[src/cwdt_pkg.sv]
// package: constants and types shared by the watchdog design files
package cwdt_pkg;

  // counter chain geometry
  localparam int CWDT_PRESC_W = 12;
  localparam int CWDT_CNT_W = 6;
  localparam int CWDT_CHAIN_W = CWDT_PRESC_W + CWDT_CNT_W;
  localparam int CWDT_SVC_CLR_LSB = 4;

  // terminal counts: 2^18 - 2^4 and 2^13 - 2^4 oscillator cycles
  localparam logic [17:0] CWDT_TC_LONG = 18'h3_fff0;
  localparam logic [17:0] CWDT_TC_SHORT = 18'h0_1ff0;

  // timing counts in oscillator cycles (clk_sys is the oscillator clock)
  localparam int CWDT_RST_HOLD = 32;
  localparam int CWDT_POR_DELAY = 4096;

  // register indices; byte address is four times the index
  localparam logic [15:0] CWDT_IDX_SERVICE = 16'hffff;
  localparam logic [15:0] CWDT_IDX_OPTION = 16'hfffd;
  localparam logic [15:0] CWDT_IDX_STATUS = 16'hfffe;
  localparam logic [17:0] CWDT_ADDR_SERVICE = {CWDT_IDX_SERVICE, 2'b00};
  localparam logic [17:0] CWDT_ADDR_OPTION = {CWDT_IDX_OPTION, 2'b00};
  localparam logic [17:0] CWDT_ADDR_STATUS = {CWDT_IDX_STATUS, 2'b00};

  // option register fields
  localparam int CWDT_OPT_DIS_BIT = 0;
  localparam int CWDT_OPT_RATE_BIT = 1;
  localparam int CWDT_OPT_STOPEN_BIT = 2;
  localparam logic [2:0] CWDT_OPT_RESET = 3'h0;

  // status register fields
  localparam int CWDT_ST_CAUSE_BIT = 0;
  localparam int CWDT_ST_CNT_LSB = 8;
  localparam logic CWDT_CAUSE_RESET = 1'b0;

  // reset vector low byte default; value is arbitrary
  localparam logic [7:0] CWDT_VEC_LO_DEF = 8'h00;

  // option bits as they travel through the design
  typedef struct packed {
    logic stop_en;
    logic rate_sel;
    logic disable_wd;
  } cwdt_opt_s;

endpackage : cwdt_pkg

[src/cwdt_chain.sv]
// prescaler plus counter chain with selective clear masks
`timescale 1ns/1ps
module cwdt_chain
  import cwdt_pkg::*;
#(
  parameter int PW = CWDT_PRESC_W,
  parameter int CW = CWDT_CNT_W
)(
  input wire logic clk_sys, // oscillator clock
  input wire logic reset_n, // async reset, active low
  input wire logic count_en, // advance chain this cycle
  input wire logic clr_presc, // clear prescaler stages
  input wire logic clr_upper, // clear counter and upper prescaler
  input wire logic clr_all, // clear whole chain
  output logic [PW+CW-1:0] value_ff // chain value
);

  logic [PW+CW-1:0] keep;
  logic clr_any;

  // build the keep mask; clears combine, whole clear dominates
  always_comb
  begin
    keep = '1;
    if (clr_presc)
    begin
      keep[PW-1:0] = '0;
    end
    if (clr_upper)
    begin
      keep[PW+CW-1:CWDT_SVC_CLR_LSB] = '0;
    end
    if (clr_all)
    begin
      keep = '0;
    end
  end

  assign clr_any = clr_presc | clr_upper | clr_all;

  // a clear cycle does not also count, so cleared stages read zero
  always_ff @(posedge clk_sys or negedge reset_n)
  begin
    if (!reset_n)
    begin
      value_ff <= '0;
    end
    else if (clr_any)
    begin
      value_ff <= value_ff & keep;
    end
    else if (count_en)
    begin
      value_ff <= value_ff + 1'b1;
    end
  end

endmodule : cwdt_chain

[src/cwdt_countdown.sv]
// one-shot countdown: busy for LOAD cycles after start, then a done pulse
`timescale 1ns/1ps
module cwdt_countdown
  import cwdt_pkg::*;
#(
  parameter int WIDTH = 13,
  parameter int LOAD = CWDT_POR_DELAY
)(
  input wire logic clk_sys, // oscillator clock
  input wire logic reset_n, // async reset, active low
  input wire logic start, // one-cycle start pulse
  output logic busy_ff, // high while counting
  output logic done_ff // one-cycle pulse at the end
);

  logic [WIDTH-1:0] cnt_ff;

  // restart wins over a running count
  always_ff @(posedge clk_sys or negedge reset_n)
  begin
    if (!reset_n)
    begin
      busy_ff <= 1'b0;
      cnt_ff <= '0;
    end
    else if (start)
    begin
      busy_ff <= 1'b1;
      cnt_ff <= WIDTH'(LOAD - 1);
    end
    else if (busy_ff)
    begin
      if (cnt_ff == '0)
      begin
        busy_ff <= 1'b0;
      end
      else
      begin
        cnt_ff <= cnt_ff - 1'b1;
      end
    end
  end

  // end-of-count pulse
  always_ff @(posedge clk_sys or negedge reset_n)
  begin
    if (!reset_n)
    begin
      done_ff <= 1'b0;
    end
    else
    begin
      done_ff <= busy_ff & (cnt_ff == '0) & ~start;
    end
  end

endmodule : cwdt_countdown

[src/cwdt_top.sv]
// watchdog top: chain control, timeout reset, avalon-mm register slave
//
// Added by the designer: the Avalon-MM slave port.
`timescale 1ns/1ps

// Functional notes
// 12-bit prescaler feeds free-running 6-bit counter
// timeout after 2^13-16 or 2^18-16 cycles
// timeout holds reset low 32 cycles, sets cause
// stop instruction clears whole prescaler
// service write clears counter and prescaler bits 4-11
// service at top address; read returns vector byte
// prescaler cleared 4096 cycles after power-up
// internal reset clears prescaler and counter
// reset vector fetch clears the prescaler
// disable follows option register disable bit
// rate select follows option register rate bit
// no interrupt request, only reset on timeout
// monitor mode plus high voltage disables watchdog
// keeps counting in wait; software services it
// stop mode gates clock and clears prescaler
// software services around stop for full period
// stop-enable bit decides if stop takes effect
// break plus high voltage on reset disables
// disable suppresses all; rate 0 is long period
// each service write clears exactly once
module cwdt_top
  import cwdt_pkg::*;
#(
  parameter logic [17:0] TC_LONG = CWDT_TC_LONG,
  parameter logic [17:0] TC_SHORT = CWDT_TC_SHORT,
  parameter int POR_DELAY = CWDT_POR_DELAY,
  parameter logic [7:0] RESET_VEC_LO = CWDT_VEC_LO_DEF
)(
  input wire logic clk_sys, // oscillator clock, 40 MHz
  input wire logic reset_n, // async reset, active low
  input wire logic [17:0] avs_address, // byte address
  input wire logic avs_read, // read request
  input wire logic avs_write, // write request
  input wire logic [31:0] avs_writedata, // write data
  input wire logic [3:0] avs_byteenable, // byte lanes
  output logic [31:0] avs_readdata, // read data
  output logic avs_waitrequest, // stall, high until answer
  input wire logic internal_reset, // system internal reset
  input wire logic vector_fetch, // reset vector fetch pulse
  input wire logic stop_insn, // stop instruction executed
  input wire logic stop_mode, // device in stop mode
  input wire logic monitor_mode, // device in monitor mode
  input wire logic break_state, // break interrupt active
  input wire logic irq_pin_high_voltage, // high level on irq pin
  input wire logic rst_pin_high_voltage, // high level on reset pin
  output logic rst_out_n // watchdog reset, active low
);

  localparam int HOLD_W = 6;
  localparam int POR_W = 13;

  cwdt_opt_s opt_ff;
  logic cause_ff;
  logic waitreq_ff;
  logic [31:0] rdata_ff;
  logic rst_n_ff;
  logic por_arm_ff;
  logic [CWDT_CHAIN_W-1:0] chain;
  logic req;
  logic take;
  logic hit_svc;
  logic hit_opt;
  logic hit_st;
  logic svc_wr;
  logic opt_wr;
  logic cause_clr;
  logic dis_eff;
  logic stop_ok;
  logic cnt_en;
  logic timeout;
  logic stop_clr;
  logic clr_presc;
  logic clr_all;
  logic [17:0] tc_sel;
  logic hold_busy;
  logic por_done;

  assign avs_readdata = rdata_ff;
  assign avs_waitrequest = waitreq_ff;
  assign rst_out_n = rst_n_ff;

  // bus decode; a request commits when waitrequest is sampled low
  assign req = avs_read | avs_write;
  assign take = req & ~waitreq_ff;
  assign hit_svc = (avs_address == CWDT_ADDR_SERVICE);
  assign hit_opt = (avs_address == CWDT_ADDR_OPTION);
  assign hit_st = (avs_address == CWDT_ADDR_STATUS);

  // any data value services; the bus write is a single committed cycle
  assign svc_wr = take & avs_write & hit_svc & avs_byteenable[0];
  assign opt_wr = take & avs_write & hit_opt & avs_byteenable[0];
  assign cause_clr = take & avs_write & hit_st & avs_byteenable[0]
                     & avs_writedata[CWDT_ST_CAUSE_BIT];

  // one wait state: waitrequest drops for exactly one cycle per request
  always_ff @(posedge clk_sys or negedge reset_n)
  begin
    if (!reset_n)
    begin
      waitreq_ff <= 1'b1;
    end
    else
    begin
      waitreq_ff <= ~(req & waitreq_ff);
    end
  end

  // read data are captured in the stall cycle so they stand at commit
  always_ff @(posedge clk_sys or negedge reset_n)
  begin
    if (!reset_n)
    begin
      rdata_ff <= 32'h0000_0000;
    end
    else if (avs_read & waitreq_ff)
    begin
      rdata_ff <= 32'h0000_0000;
      if (hit_svc)
      begin
        rdata_ff[7:0] <= RESET_VEC_LO;
      end
      else if (hit_opt)
      begin
        rdata_ff[2:0] <= opt_ff;
      end
      else if (hit_st)
      begin
        rdata_ff[CWDT_ST_CAUSE_BIT] <= cause_ff;
        rdata_ff[CWDT_ST_CNT_LSB +: CWDT_CNT_W] <=
          chain[CWDT_CHAIN_W-1:CWDT_PRESC_W];
      end
    end
  end

  // option register drives the disable and rate select inputs
  always_ff @(posedge clk_sys or negedge reset_n)
  begin
    if (!reset_n)
    begin
      opt_ff <= CWDT_OPT_RESET;
    end
    else if (opt_wr)
    begin
      opt_ff.disable_wd <= avs_writedata[CWDT_OPT_DIS_BIT];
      opt_ff.rate_sel <= avs_writedata[CWDT_OPT_RATE_BIT];
      opt_ff.stop_en <= avs_writedata[CWDT_OPT_STOPEN_BIT];
    end
  end

  // reset cause flag: a timeout in the clearing cycle still sets it
  always_ff @(posedge clk_sys or negedge reset_n)
  begin
    if (!reset_n)
    begin
      cause_ff <= CWDT_CAUSE_RESET;
    end
    else if (timeout)
    begin
      cause_ff <= 1'b1;
    end
    else if (cause_clr)
    begin
      cause_ff <= 1'b0;
    end
  end

  // effective disable: option bit or high voltage in monitor/break
  assign dis_eff = opt_ff.disable_wd
                   | (monitor_mode & (irq_pin_high_voltage
                                      | rst_pin_high_voltage))
                   | (break_state & rst_pin_high_voltage);

  // stop only takes effect when the stop-enable option allows it
  assign stop_ok = opt_ff.stop_en;
  assign stop_clr = stop_insn & stop_ok;

  // there is no wait input: wait mode leaves counting untouched
  assign cnt_en = ~dis_eff & ~(stop_mode & stop_ok)
                  & ~hold_busy;

  // rate select 0 picks the long period
  assign tc_sel = opt_ff.rate_sel ? TC_SHORT : TC_LONG;

  // overflow compare on the whole chain; disable blocks the reset too
  assign timeout = cnt_en & (chain == tc_sel);

  assign clr_presc = stop_clr | vector_fetch | por_done;
  assign clr_all = internal_reset | timeout;

  // prescaler plus counter chain
  cwdt_chain #(
    .PW(CWDT_PRESC_W),
    .CW(CWDT_CNT_W)
  ) u_chain (
    .clk_sys(clk_sys),
    .reset_n(reset_n),
    .count_en(cnt_en),
    .clr_presc(clr_presc),
    .clr_upper(svc_wr),
    .clr_all(clr_all),
    .value_ff(chain)
  );

  // power-on delay arms once right after reset release
  always_ff @(posedge clk_sys or negedge reset_n)
  begin
    if (!reset_n)
    begin
      por_arm_ff <= 1'b1;
    end
    else
    begin
      por_arm_ff <= 1'b0;
    end
  end

  cwdt_countdown #(
    .WIDTH(POR_W),
    .LOAD(POR_DELAY)
  ) u_por (
    .clk_sys(clk_sys),
    .reset_n(reset_n),
    .start(por_arm_ff),
    .busy_ff(),
    .done_ff(por_done)
  );

  // reset pulse length; the watchdog's only action is this reset
  cwdt_countdown #(
    .WIDTH(HOLD_W),
    .LOAD(CWDT_RST_HOLD)
  ) u_hold (
    .clk_sys(clk_sys),
    .reset_n(reset_n),
    .start(timeout),
    .busy_ff(hold_busy),
    .done_ff()
  );

  // registered pin drive; lags the hold counter by one cycle
  always_ff @(posedge clk_sys or negedge reset_n)
  begin
    if (!reset_n)
    begin
      rst_n_ff <= 1'b1;
    end
    else
    begin
      rst_n_ff <= ~hold_busy;
    end
  end

  // assertions and their helper logic
  logic [HOLD_W:0] low_cnt_ff;

  // helper: length of the current low stretch on the reset output
  always_ff @(posedge clk_sys or negedge reset_n)
  begin
    if (!reset_n)
    begin
      low_cnt_ff <= '0;
    end
    else if (rst_n_ff)
    begin
      low_cnt_ff <= '0;
    end
    else
    begin
      low_cnt_ff <= low_cnt_ff + 1'b1;
    end
  end
endmodule : cwdt_top

[config.mk]
export PLATFORM = sky130hd
export DESIGN_NAME = cwdt_top
export DESIGN_NICKNAME = d
export VERILOG_FILES = /design/src/cwdt_pkg.sv /design/src/cwdt_chain.sv /design/src/cwdt_countdown.sv /design/src/cwdt_top.sv
export SDC_FILE = /design/constraint.sdc
export NUM_CORES = 1
export LEC_CHECK = 0
export ABC_CLOCK_PERIOD_IN_PS = 2200
export BUFFER_PORTS_ARGS = -buffer_cell sky130_fd_sc_hd__buf_4
export CORE_MARGIN = 3
export CORE_UTILIZATION = 45
export CTS_CLUSTER_DIAMETER = 150
export DETAILED_ROUTE_END_ITERATION = 12
export GPL_ROUTABILITY_DRIVEN = 0
export GPL_TIMING_DRIVEN = 0
export PLACE_DENSITY_LB_ADDON = 0.12
export SETUP_SLACK_MARGIN = 0.02
export SLEW_MARGIN = 20
export SYNTH_ARGS = -nofsm -noshare
export SYNTH_HDL_FRONTEND = slang
export SYNTH_SLANG_ARGS = --single-unit
[constraint.sdc]
create_clock -name clk_sys -period 2.2 [get_ports clk_sys]
set_input_delay 0.33 -clock clk_sys [delete_from_list [all_inputs] [get_ports clk_sys]]
set_output_delay 0.33 -clock clk_sys [all_outputs]
set_load 0.005 [all_outputs]
Word level (Yosys, flattened, before mapping)
Index checks and enable logic that the tools add are counted.

storage, ports and cells
  flip-flop bits (word level) = 56
  bits in latches = 0
  bits in writable memories = 0
  ROM bits = 0
  input bits = 66
  output and inout bits = 34
  word-level logic and storage cells = 94
  memories kept = 0

cells by class
  add/sub/neg operators = 3
  multiply operators = 0
  div/mod/pow operators = 0
  order comparisons = 0
  equal/unequal tests = 6
  shift-type cells = 0
  muxes and demuxes = 27
  bitwise gates (word level) = 36
  reductions and logical operators = 8

operators by type and width
  operator                                            count
  two-way mux 18 bit                                  4
  == test 18 bit, second input constant               3
  two-way mux 13 bit                                  3
  two-way mux 6 bit                                   6
  bitwise AND 1 bit                                   20
  adder 18 x 1 -> 18 bit, second input constant       1
  bitwise AND 18 bit                                  1
  == test 18 bit                                      1
  two-way mux 14 bit                                  1
  logical NOT 13 bit                                  1
  subtractor 13 x 1 -> 13 bit, second input constant  1
  two-way mux 12 bit                                  1
  two-way mux 1 bit                                   10
  bitwise OR 1 bit                                    9
  nonzero test 2 bit                                  4
  logical NOT 6 bit                                   1
  inverter 1 bit                                      6
  subtractor 6 x 1 -> 6 bit, second input constant    1
  != test 2 bit, second input constant                2
  AND reduction 2 bit                                 2
  two-way mux 3 bit                                   1
  two-way mux 2 bit                                   1

Logic depth before layout (Yosys ltp)
Gate-level depths: netlist of the first run.

  depth in word-level cells = 12
  mapped depth = 7
  depth with buffers taken out = 7

Hierarchy
A second synthesis of the first run with hierarchy kept.

unflattened totals
  cells, all modules = 322
  area total of the unflattened synthesis = 3,258.1 sq um

by module, submodules not included
  module                   times used  cells each  area an instance (sq um)  sequential area each (sq um)
  cwdt_chain               1           101         989.7                     450.4
  cwdt_top                 1           94          963.4                     404.1
  cwdt_countdown (u_por)   1           81          820.8                     375.4
  cwdt_countdown (u_hold)  1           46          484.2                     200.2

Worst setup path after synthesis of the first run
Ideal clock, no wire load.

  path type = reg2reg
  start = register u_por.cnt_ff[0]
  end = register u_por.cnt_ff[1]
  library setup time = 0.124 ns
  arrival = 1.869 ns
  required time = 2.076 ns
  path slack = 0.207 ns
  stages on the path, launching flop included = 7
  path buffers = 0
  clock period less this slack = 1.993 ns
  cells stage by stage = dfrtp_1 -> inv_1 -> ha_1 -> or4b_1 -> o31ai_4 -> nor2_1 -> a211o_1

between the ends
  longest elaborated chain between the ends = 4
  elaborated cells on any way between the ends = 7
  those cells by class = add/sub: 1; eq/ne: 1; mux: 3; reduce/logical: 2

ends and longest elaborated chain
  what                         RTL line              source
  start: declaration           cwdt_countdown.sv:16  logic [WIDTH-1:0] cnt_ff;
  start signal: assignment     cwdt_countdown.sv:29  cnt_ff <= WIDTH'(LOAD - 1);
  start signal: assignment     cwdt_countdown.sv:39  cnt_ff <= cnt_ff - 1'b1;
  subtractor 13 x 1 -> 13 bit  cwdt_countdown.sv:39
  two-way mux 13 bit           cwdt_countdown.sv:33  if (cnt_ff == '0)
  two-way mux 13 bit           cwdt_countdown.sv:31  else if (busy_ff)
  two-way mux 13 bit           cwdt_countdown.sv:26  else if (start)

Several ways; a longest one is shown, not always the timed one. The select of a mux whose other input is x is not followed.
A chain may end at the register's enable or synchronous reset.

Worst setup path in the final report of the first run
Ends and elaborated chain as after synthesis.

==> metrics.txt, run 1 <==
Initial Utilization 0.4715; Port Buffers 44; Worst Hold Class in2async; final period utilization 0.9374; crit path buf inv count 2; sequential share of the synthesized area 0.4640; Final Non-Filler Cells about 460; max-cap viol count 0; # rows 29; Clock Tree Root clkbuf_8; ANT cells 0; CTS tree yes; Worst Skew around 14 ps; Via Count between 2000 and 2500; Post-synth EDFFs 0; wire per inst ~13 um; Syn Inst Count 302; Slew Limit Fails 0; drt drc 0; clock-pin slew on the worst setup and hold paths about 110 ps; Worst Path Max Fanout 6; # IOs 100; Crit. End Element flop; Fmax 0.4849 GHz; Vias/cell between 5 and 6; most numerous cell in the Yosys netlist dfrtp_1; CTS Buf Count 5; Crit path required time between 2000 and 2500 ps; Area growth syn-to-layout 21.86%; CP top delay family simple AND/OR/NAND/NOR gates; Netlist cell types 47; Worst Setup Start Kind flop; VDD IR max a little over 0.2 mV; CTS max path bufs 2; Pleak between 1.5 and 2 nW; Layout Utilization 0.5745; ys async rst share 1.000; Synth area leader dfrtp_1; initial antenna violation count 0; Die Span X just under 90 um; list of most frequent post-synthesis cells 53 x dfrtp_1, 27 x nor2_1, 24 x nand2_1; worst path cell trace inv_1, ha_1, or4b_4, o31ai_4, buf_4, nor2_1, a211o_1; delay of the slowest critical-path stage 510 ps; worst path arrival time about 2300 ps; Netlist Area Pre-Place ~3000 sq um; grt ovf 0; WS Path Type reg2reg; #FFs+latches synth between 50 and 60; Initial DRC Count just under 80; commonest register cell after synthesis dfrtp_1; Clk Latency, worst-skew pair approximately 320 ps; post-synth top area share 0.4380; Rel. slew slack 0.5443; largest net degree at the start of global routing between 50 and 60; First-pass DRT Iterations 4; Die Height about 88 um; number of placed instances with taps included around 450; RSZ-0062 raised after global routing no; vias in the first global route 2214; Final Hold Viols 0; pwr dens 488.9 nW/um^2; # nets final roughly 450; status complete, no violations; top cells by area, synth dfrtp_1 44%, buf_4 5.7%, xnor2_1 5.5%; GRT Total Usage 0.1657; final setup fails 0; DIE AREA between 7000 and 8000 sq um; core area roughly 6400 sq um; Detail Route Antenna Nets 0; H-tree Lvls 2; fin crit period slightly above 2000 ps; clock sinks 56; CP max-delay cell or4b_4; Yosys warning total 0; DP HPWL 4566 um; Worst Tran Pin Value ~680 ps; layout cell share with drive strength beyond 1 0.2500; final wirelength approximately 6100 um; Mean Syn Cell Area 10.03 sq um; first-pass GRT wire length 10180 um
[registers in the layout, summed over array words and instances, names as in the netlist]
name	flops
u_chain.value_ff	18
u_por.cnt_ff	13
avs_readdata	9
u_hold.cnt_ff	6
opt_ff	2
avs_waitrequest	1
cause_ff	1
por_arm_ff	1
rst_out_n	1
stop_ok	1
u_hold.busy_ff	1
u_por.busy_ff	1
u_por.done_ff	1
[metal layers]
layer / up-vias / wire length, um / global-route usage
met5: - / 0 / 0
li1: 1178 / - / -
met2: 36 / 3113 / 0.2877
met4: 0 / 61 / 0.04533
met3: 7 / 226 / 0.02822
met1: 1096 / 2745 / 0.2139
[cell families (layout without fill, tap and decap cells)]
logic type | count (synthesis) | count (layout) | share of synthesized area
muxes | 5 | 5 | 0.01777
DFF | 56 | 56 | 0.4641
AOI/OAI and AO/OA | 34 | 34 | 0.08801
adders and majority gates | 6 | 6 | 0.02479
xor gates and xnor gates | 27 | 27 | 0.07810
other | 1 | 24 | 0.001238
and+or+nand+nor | 133 | 133 | 0.2455
buffers and inverters | 40 | 95 | 0.08058
[final cells by class]
class,count,area [sq um]
tap,77,96.34
buffer,28,198.9
clock inverter,3,21.27
clock buffer,5,68.82
inverter,12,45.04
timing repair buffer,47,352.8
fill,596,2733
sequential,56,1405
multi-input combinational,229,1501
[timing repair]
item / 4_1_cts / 5_1_grt
resized for setup: 2 / 4
hold endpoints to repair: 0 / 0
hold buffers: 0 / 0
pin swaps: 1 / 1
setup buffers: 3 / 0
gates cloned: 0 / 0
endpoints found under the setup margin: 15 / 20
[worst register-to-register path: stages, from the launching register on]
cell and delay (ps):
dfrtp_1 410, inv_1 120, ha_1 170, or4b_4 510
o31ai_4 270, buf_4 180, nor2_1 40, a211o_1 250
[cell usage in the layout, fill, tap and decap left out, drive strengths merged, types with 4 or more instances in the layout]
cell type	Yosys	layout
buf	24	71
dfrtp	53	53
nor2	27	27
nand2	24	24
conb	1	24
xnor2	19	19
inv	12	13
nor3	13	13
nand3	12	12
nor4	12	12
nand4	9	9
clkbuf	4	9
xor2	8	8
o21ai	7	7
and3	6	6
nand2b	6	6
a22o	6	6
ha	6	6
or3	5	5
and2	4	4
or4	4	4
[per-stage QoR]
stage               hold slack (ps)  total power [W]  TNS, ps  setup WS, ps  cell area, sq um
floorplan                     34.41         0.001157        0         207.1              3114
global placement              427.4         0.001243        0         21.54              3541
detailed placement            426.1         0.001246   -101.4        -21.16              3541
CTS                           77.89         0.001820        0         27.65              3670
global route                  88.85         0.001884        0         28.30              3690
finish                        44.36         0.001804        0         137.7              3690
[report_power, final]
| group | internal [W] | switching (W) | leakage [nW] |
|---|---|---|---|
| combinational | 0.0000890 | 0.0000896 | 0.879 |
| clock | 0.000227 | 0.000349 | 0.0445 |
| sequential | 0.00104 | 0.00000963 | 0.687 |
[path summary, 6_finish.rpt]
kind | startpoint | cells after the start | slack [ps] | endpoint
worst max-delay path | u_por.cnt_ff[0]$_DFFE_PN0P_ | 7 | 140 | u_por.cnt_ff[1]$_DFFE_PN0P_
worst min-delay path | reset_n | 1 | 40 | avs_readdata[2]$_DFFE_PN0P_
worst max register to register | u_por.cnt_ff[0]$_DFFE_PN0P_ | 7 | 140 | u_por.cnt_ff[1]$_DFFE_PN0P_
worst min register to register | avs_readdata[2]$_DFFE_PN0P_ | 2 | 500 | avs_readdata[2]$_DFFE_PN0P_
max in group asynchronous | reset_n | 1 | 1700 | cause_ff$_DFFE_PN0P_
min in group clk_sys | avs_write | 2 | 170 | avs_waitrequest$_DFF_PN1_
Note: power is estimated with default switching activity, not from simulation.
==> inputs of run 2 (changes only) <==
ABC_AREA = 1   (was not set)
==> metrics.txt, run 2 <==
DP HPWL roughly 5600 um; #FFs+latches synth 56; Syn Inst Count approximately 450; CTS max path bufs 2; Post-synth EDFFs 0; pwr dens roughly 450 nW/um^2; Worst Tran Pin Value roughly 710 ps; CP max-delay cell dfrtp_1; list of most frequent post-synthesis cells 104 x nand2_1, 54 x inv_1, 53 x dfrtp_1; RSZ-0062 raised after global routing no; post-synth top area share 0.3824; final period utilization 0.7800; Port Buffers 44; max-cap viol count 0; Crit. End Element flop; ys async rst share 1.000; setup bufs post-CTS 0; ANT cells 0; Die Height around 94 um; most flop-heavy register u_chain.value_ff; drt drc 0; Die Span X 93.79 um; Netlist cell types between 40 and 50; Vias/cell 4.664; Post-CTS Resized 0; vias in the first global route about 2800; Worst Setup Start Kind flop; Worst Hold Class in2async; Netlist Area Pre-Place about 3500 sq um; DIE AREA about 8800 sq um; grt ovf 0; Worst Path Max Fanout 4; Hold Buf Count CTS 0; CTS Buf Count 5; Area growth syn-to-layout 18.04%; GRT Total Usage 0.1756; Initial DRC Count between 100 and 150; Mean Syn Cell Area between 7 and 8 sq um; sequential share of the synthesized area 0.4051; WS Path Type reg2reg; clock sinks 56; Detail Route Antenna Nets 0; Worst Skew approximately 12 ps; initial antenna violation count 0; clock-pin slew on the worst setup and hold paths ~100 ps; Final Hold Viols 0; Initial Utilization 0.4706; Fmax roughly 0.58 GHz; TNS Setup 0 ps; worst path arrival time 1920 ps; Crit path top cell by count nand2_1; fin crit period approximately 1700 ps; max reg flops 18; # rows 31; final worst slack ~480 ps; wire per inst around 11 um; Yosys warning total 0; First-pass DRT Iterations 4; status complete, no violations; final wirelength around 7100 um; CTS tree yes; Clk Latency, worst-skew pair between 300 and 400 ps; worst path cell trace nor2_1, nand2_1, nor2_2, nand2_1, o21ai_2, nor2_1, nand2_1, nand2_1, o21bai_1; Via Count 2887; Clock Tree Root clkbuf_8; # nets final 591; largest net degree at the start of global routing 57; Crit path required time ~2400 ps; layout cell share with drive strength beyond 1 0.2250; commonest register cell after synthesis dfrtp_1; H-tree Lvls 2; Synth area leader dfrtp_1; final setup fails 0; VDD IR max roughly 0.36 mV; Slew Limit Fails 0; most numerous cell in the Yosys netlist nand2_1; delay of the slowest critical-path stage between 400 and 500 ps; # IOs 100; first-pass GRT wire length between 10000 and 15000 um; Rel. slew slack 0.5249; top cells by area, synth dfrtp_1 38%, nand2_1 11%, inv_1 5.8%; commonest non-fill, non-tap cell in the layout nand2_1; # fillers approximately 700; commonest cells after routing, fill and taps aside 104 x nand2_1, 68 x buf_4, 54 x inv_1; Place WS a little under 500 ps; Pleak 2.023 nW; core area between 7000 and 8000 sq um
## run 2: path summary, 6_finish.rpt
| kind | start | end | slack [ps] | depth (start not counted) |
|---|---|---|---|---|
| max in group asynchronous | reset_n | u_chain.value_ff[3]$_DFFE_PN0P_ | 1670 | 1 |
| min | reset_n | avs_readdata[12]$_DFFE_PN0P_ | 70 | 1 |
| min in group clk_sys | avs_read | avs_waitrequest$_DFF_PN1_ | 180 | 2 |
| min reg2reg | u_hold.busy_ff$_DFF_PN0_ | rst_out_n$_DFF_PN1_ | 450 | 1 |
| max reg2reg | u_por.cnt_ff[7]$_DFFE_PN0P_ | u_por.cnt_ff[3]$_DFFE_PN0P_ | 480 | 9 |
| max | u_por.cnt_ff[7]$_DFFE_PN0P_ | u_por.cnt_ff[3]$_DFFE_PN0P_ | 480 | 9 |
## run 2: per-stage QoR
| stage | utilization | hold WS [ps] | instance area, sq um | instances | power (W) |
|---|---|---|---|---|---|
| 3_5_place_dp | 0.5440 | 436.7 | 4009 | 611 | 0.001292 |
| 3_3_place_gp | 0.5440 | 431.4 | 4009 | 611 | 0.001288 |
| 2_1_floorplan | - | 34.41 | 3555 | 468 | 0.001195 |
| 6_report | 0.5555 | 70.74 | 4094 | 619 | 0.001826 |
| 4_1_cts | 0.5555 | 95.29 | 4094 | 619 | 0.001856 |
| 5_1_grt | 0.5555 | 113.4 | 4094 | 619 | 0.001926 |
## run 2: cell type report
type                            instances  area [sq um]  share of cell area
Multi-Input combinational cell        326          1718              0.4196
Sequential cell                        56          1405              0.3432
Timing Repair Buffer                   44         330.3             0.08068
Inverter                               58         220.2             0.05379
Buffer                                 28         211.5             0.05165
Tap cell                               99         123.9             0.03026
Clock buffer                            6         72.57             0.01773
Clock inverter                          2         12.51            0.003056
## run 2: critical path, delay by kind of cell, from the launching register on
family,cells,cell delay (ps)
flip-flops,1,430
AO/OA/AOI/OAI,2,270
AND/OR/NAND/NOR,7,900
## run 2: cell families after synthesis
kind of cell    Yosys count  synth area share
simple gates            235            0.3304
buf+inv                  86            0.1245
compound gates           46           0.07937
other cells               1          0.001081
flops                    56            0.4051
xor+xnor                 15           0.03788
fa+ha+maj                 6           0.02164
## run 2: routing by layer
metal | vias up | wire [um] | GRT usage
met5 | - | 0 | 0
met4 | 0 | 66 | 0.03971
met3 | 7 | 214 | 0.03045
met2 | 40 | 3656 | 0.3016
met1 | 1325 | 3174 | 0.2307
li1 | 1515 | - | -
## run 2: power breakdown
part | switching [W] | internal [W] | leakage (nW)
clock | 0.000332 | 0.000224 | 0.0412
sequential | 0.00000973 | 0.00104 | 0.705
combinational | 0.000115 | 0.000102 | 1.28
total | 0.000457 | 0.00137 | 2.02
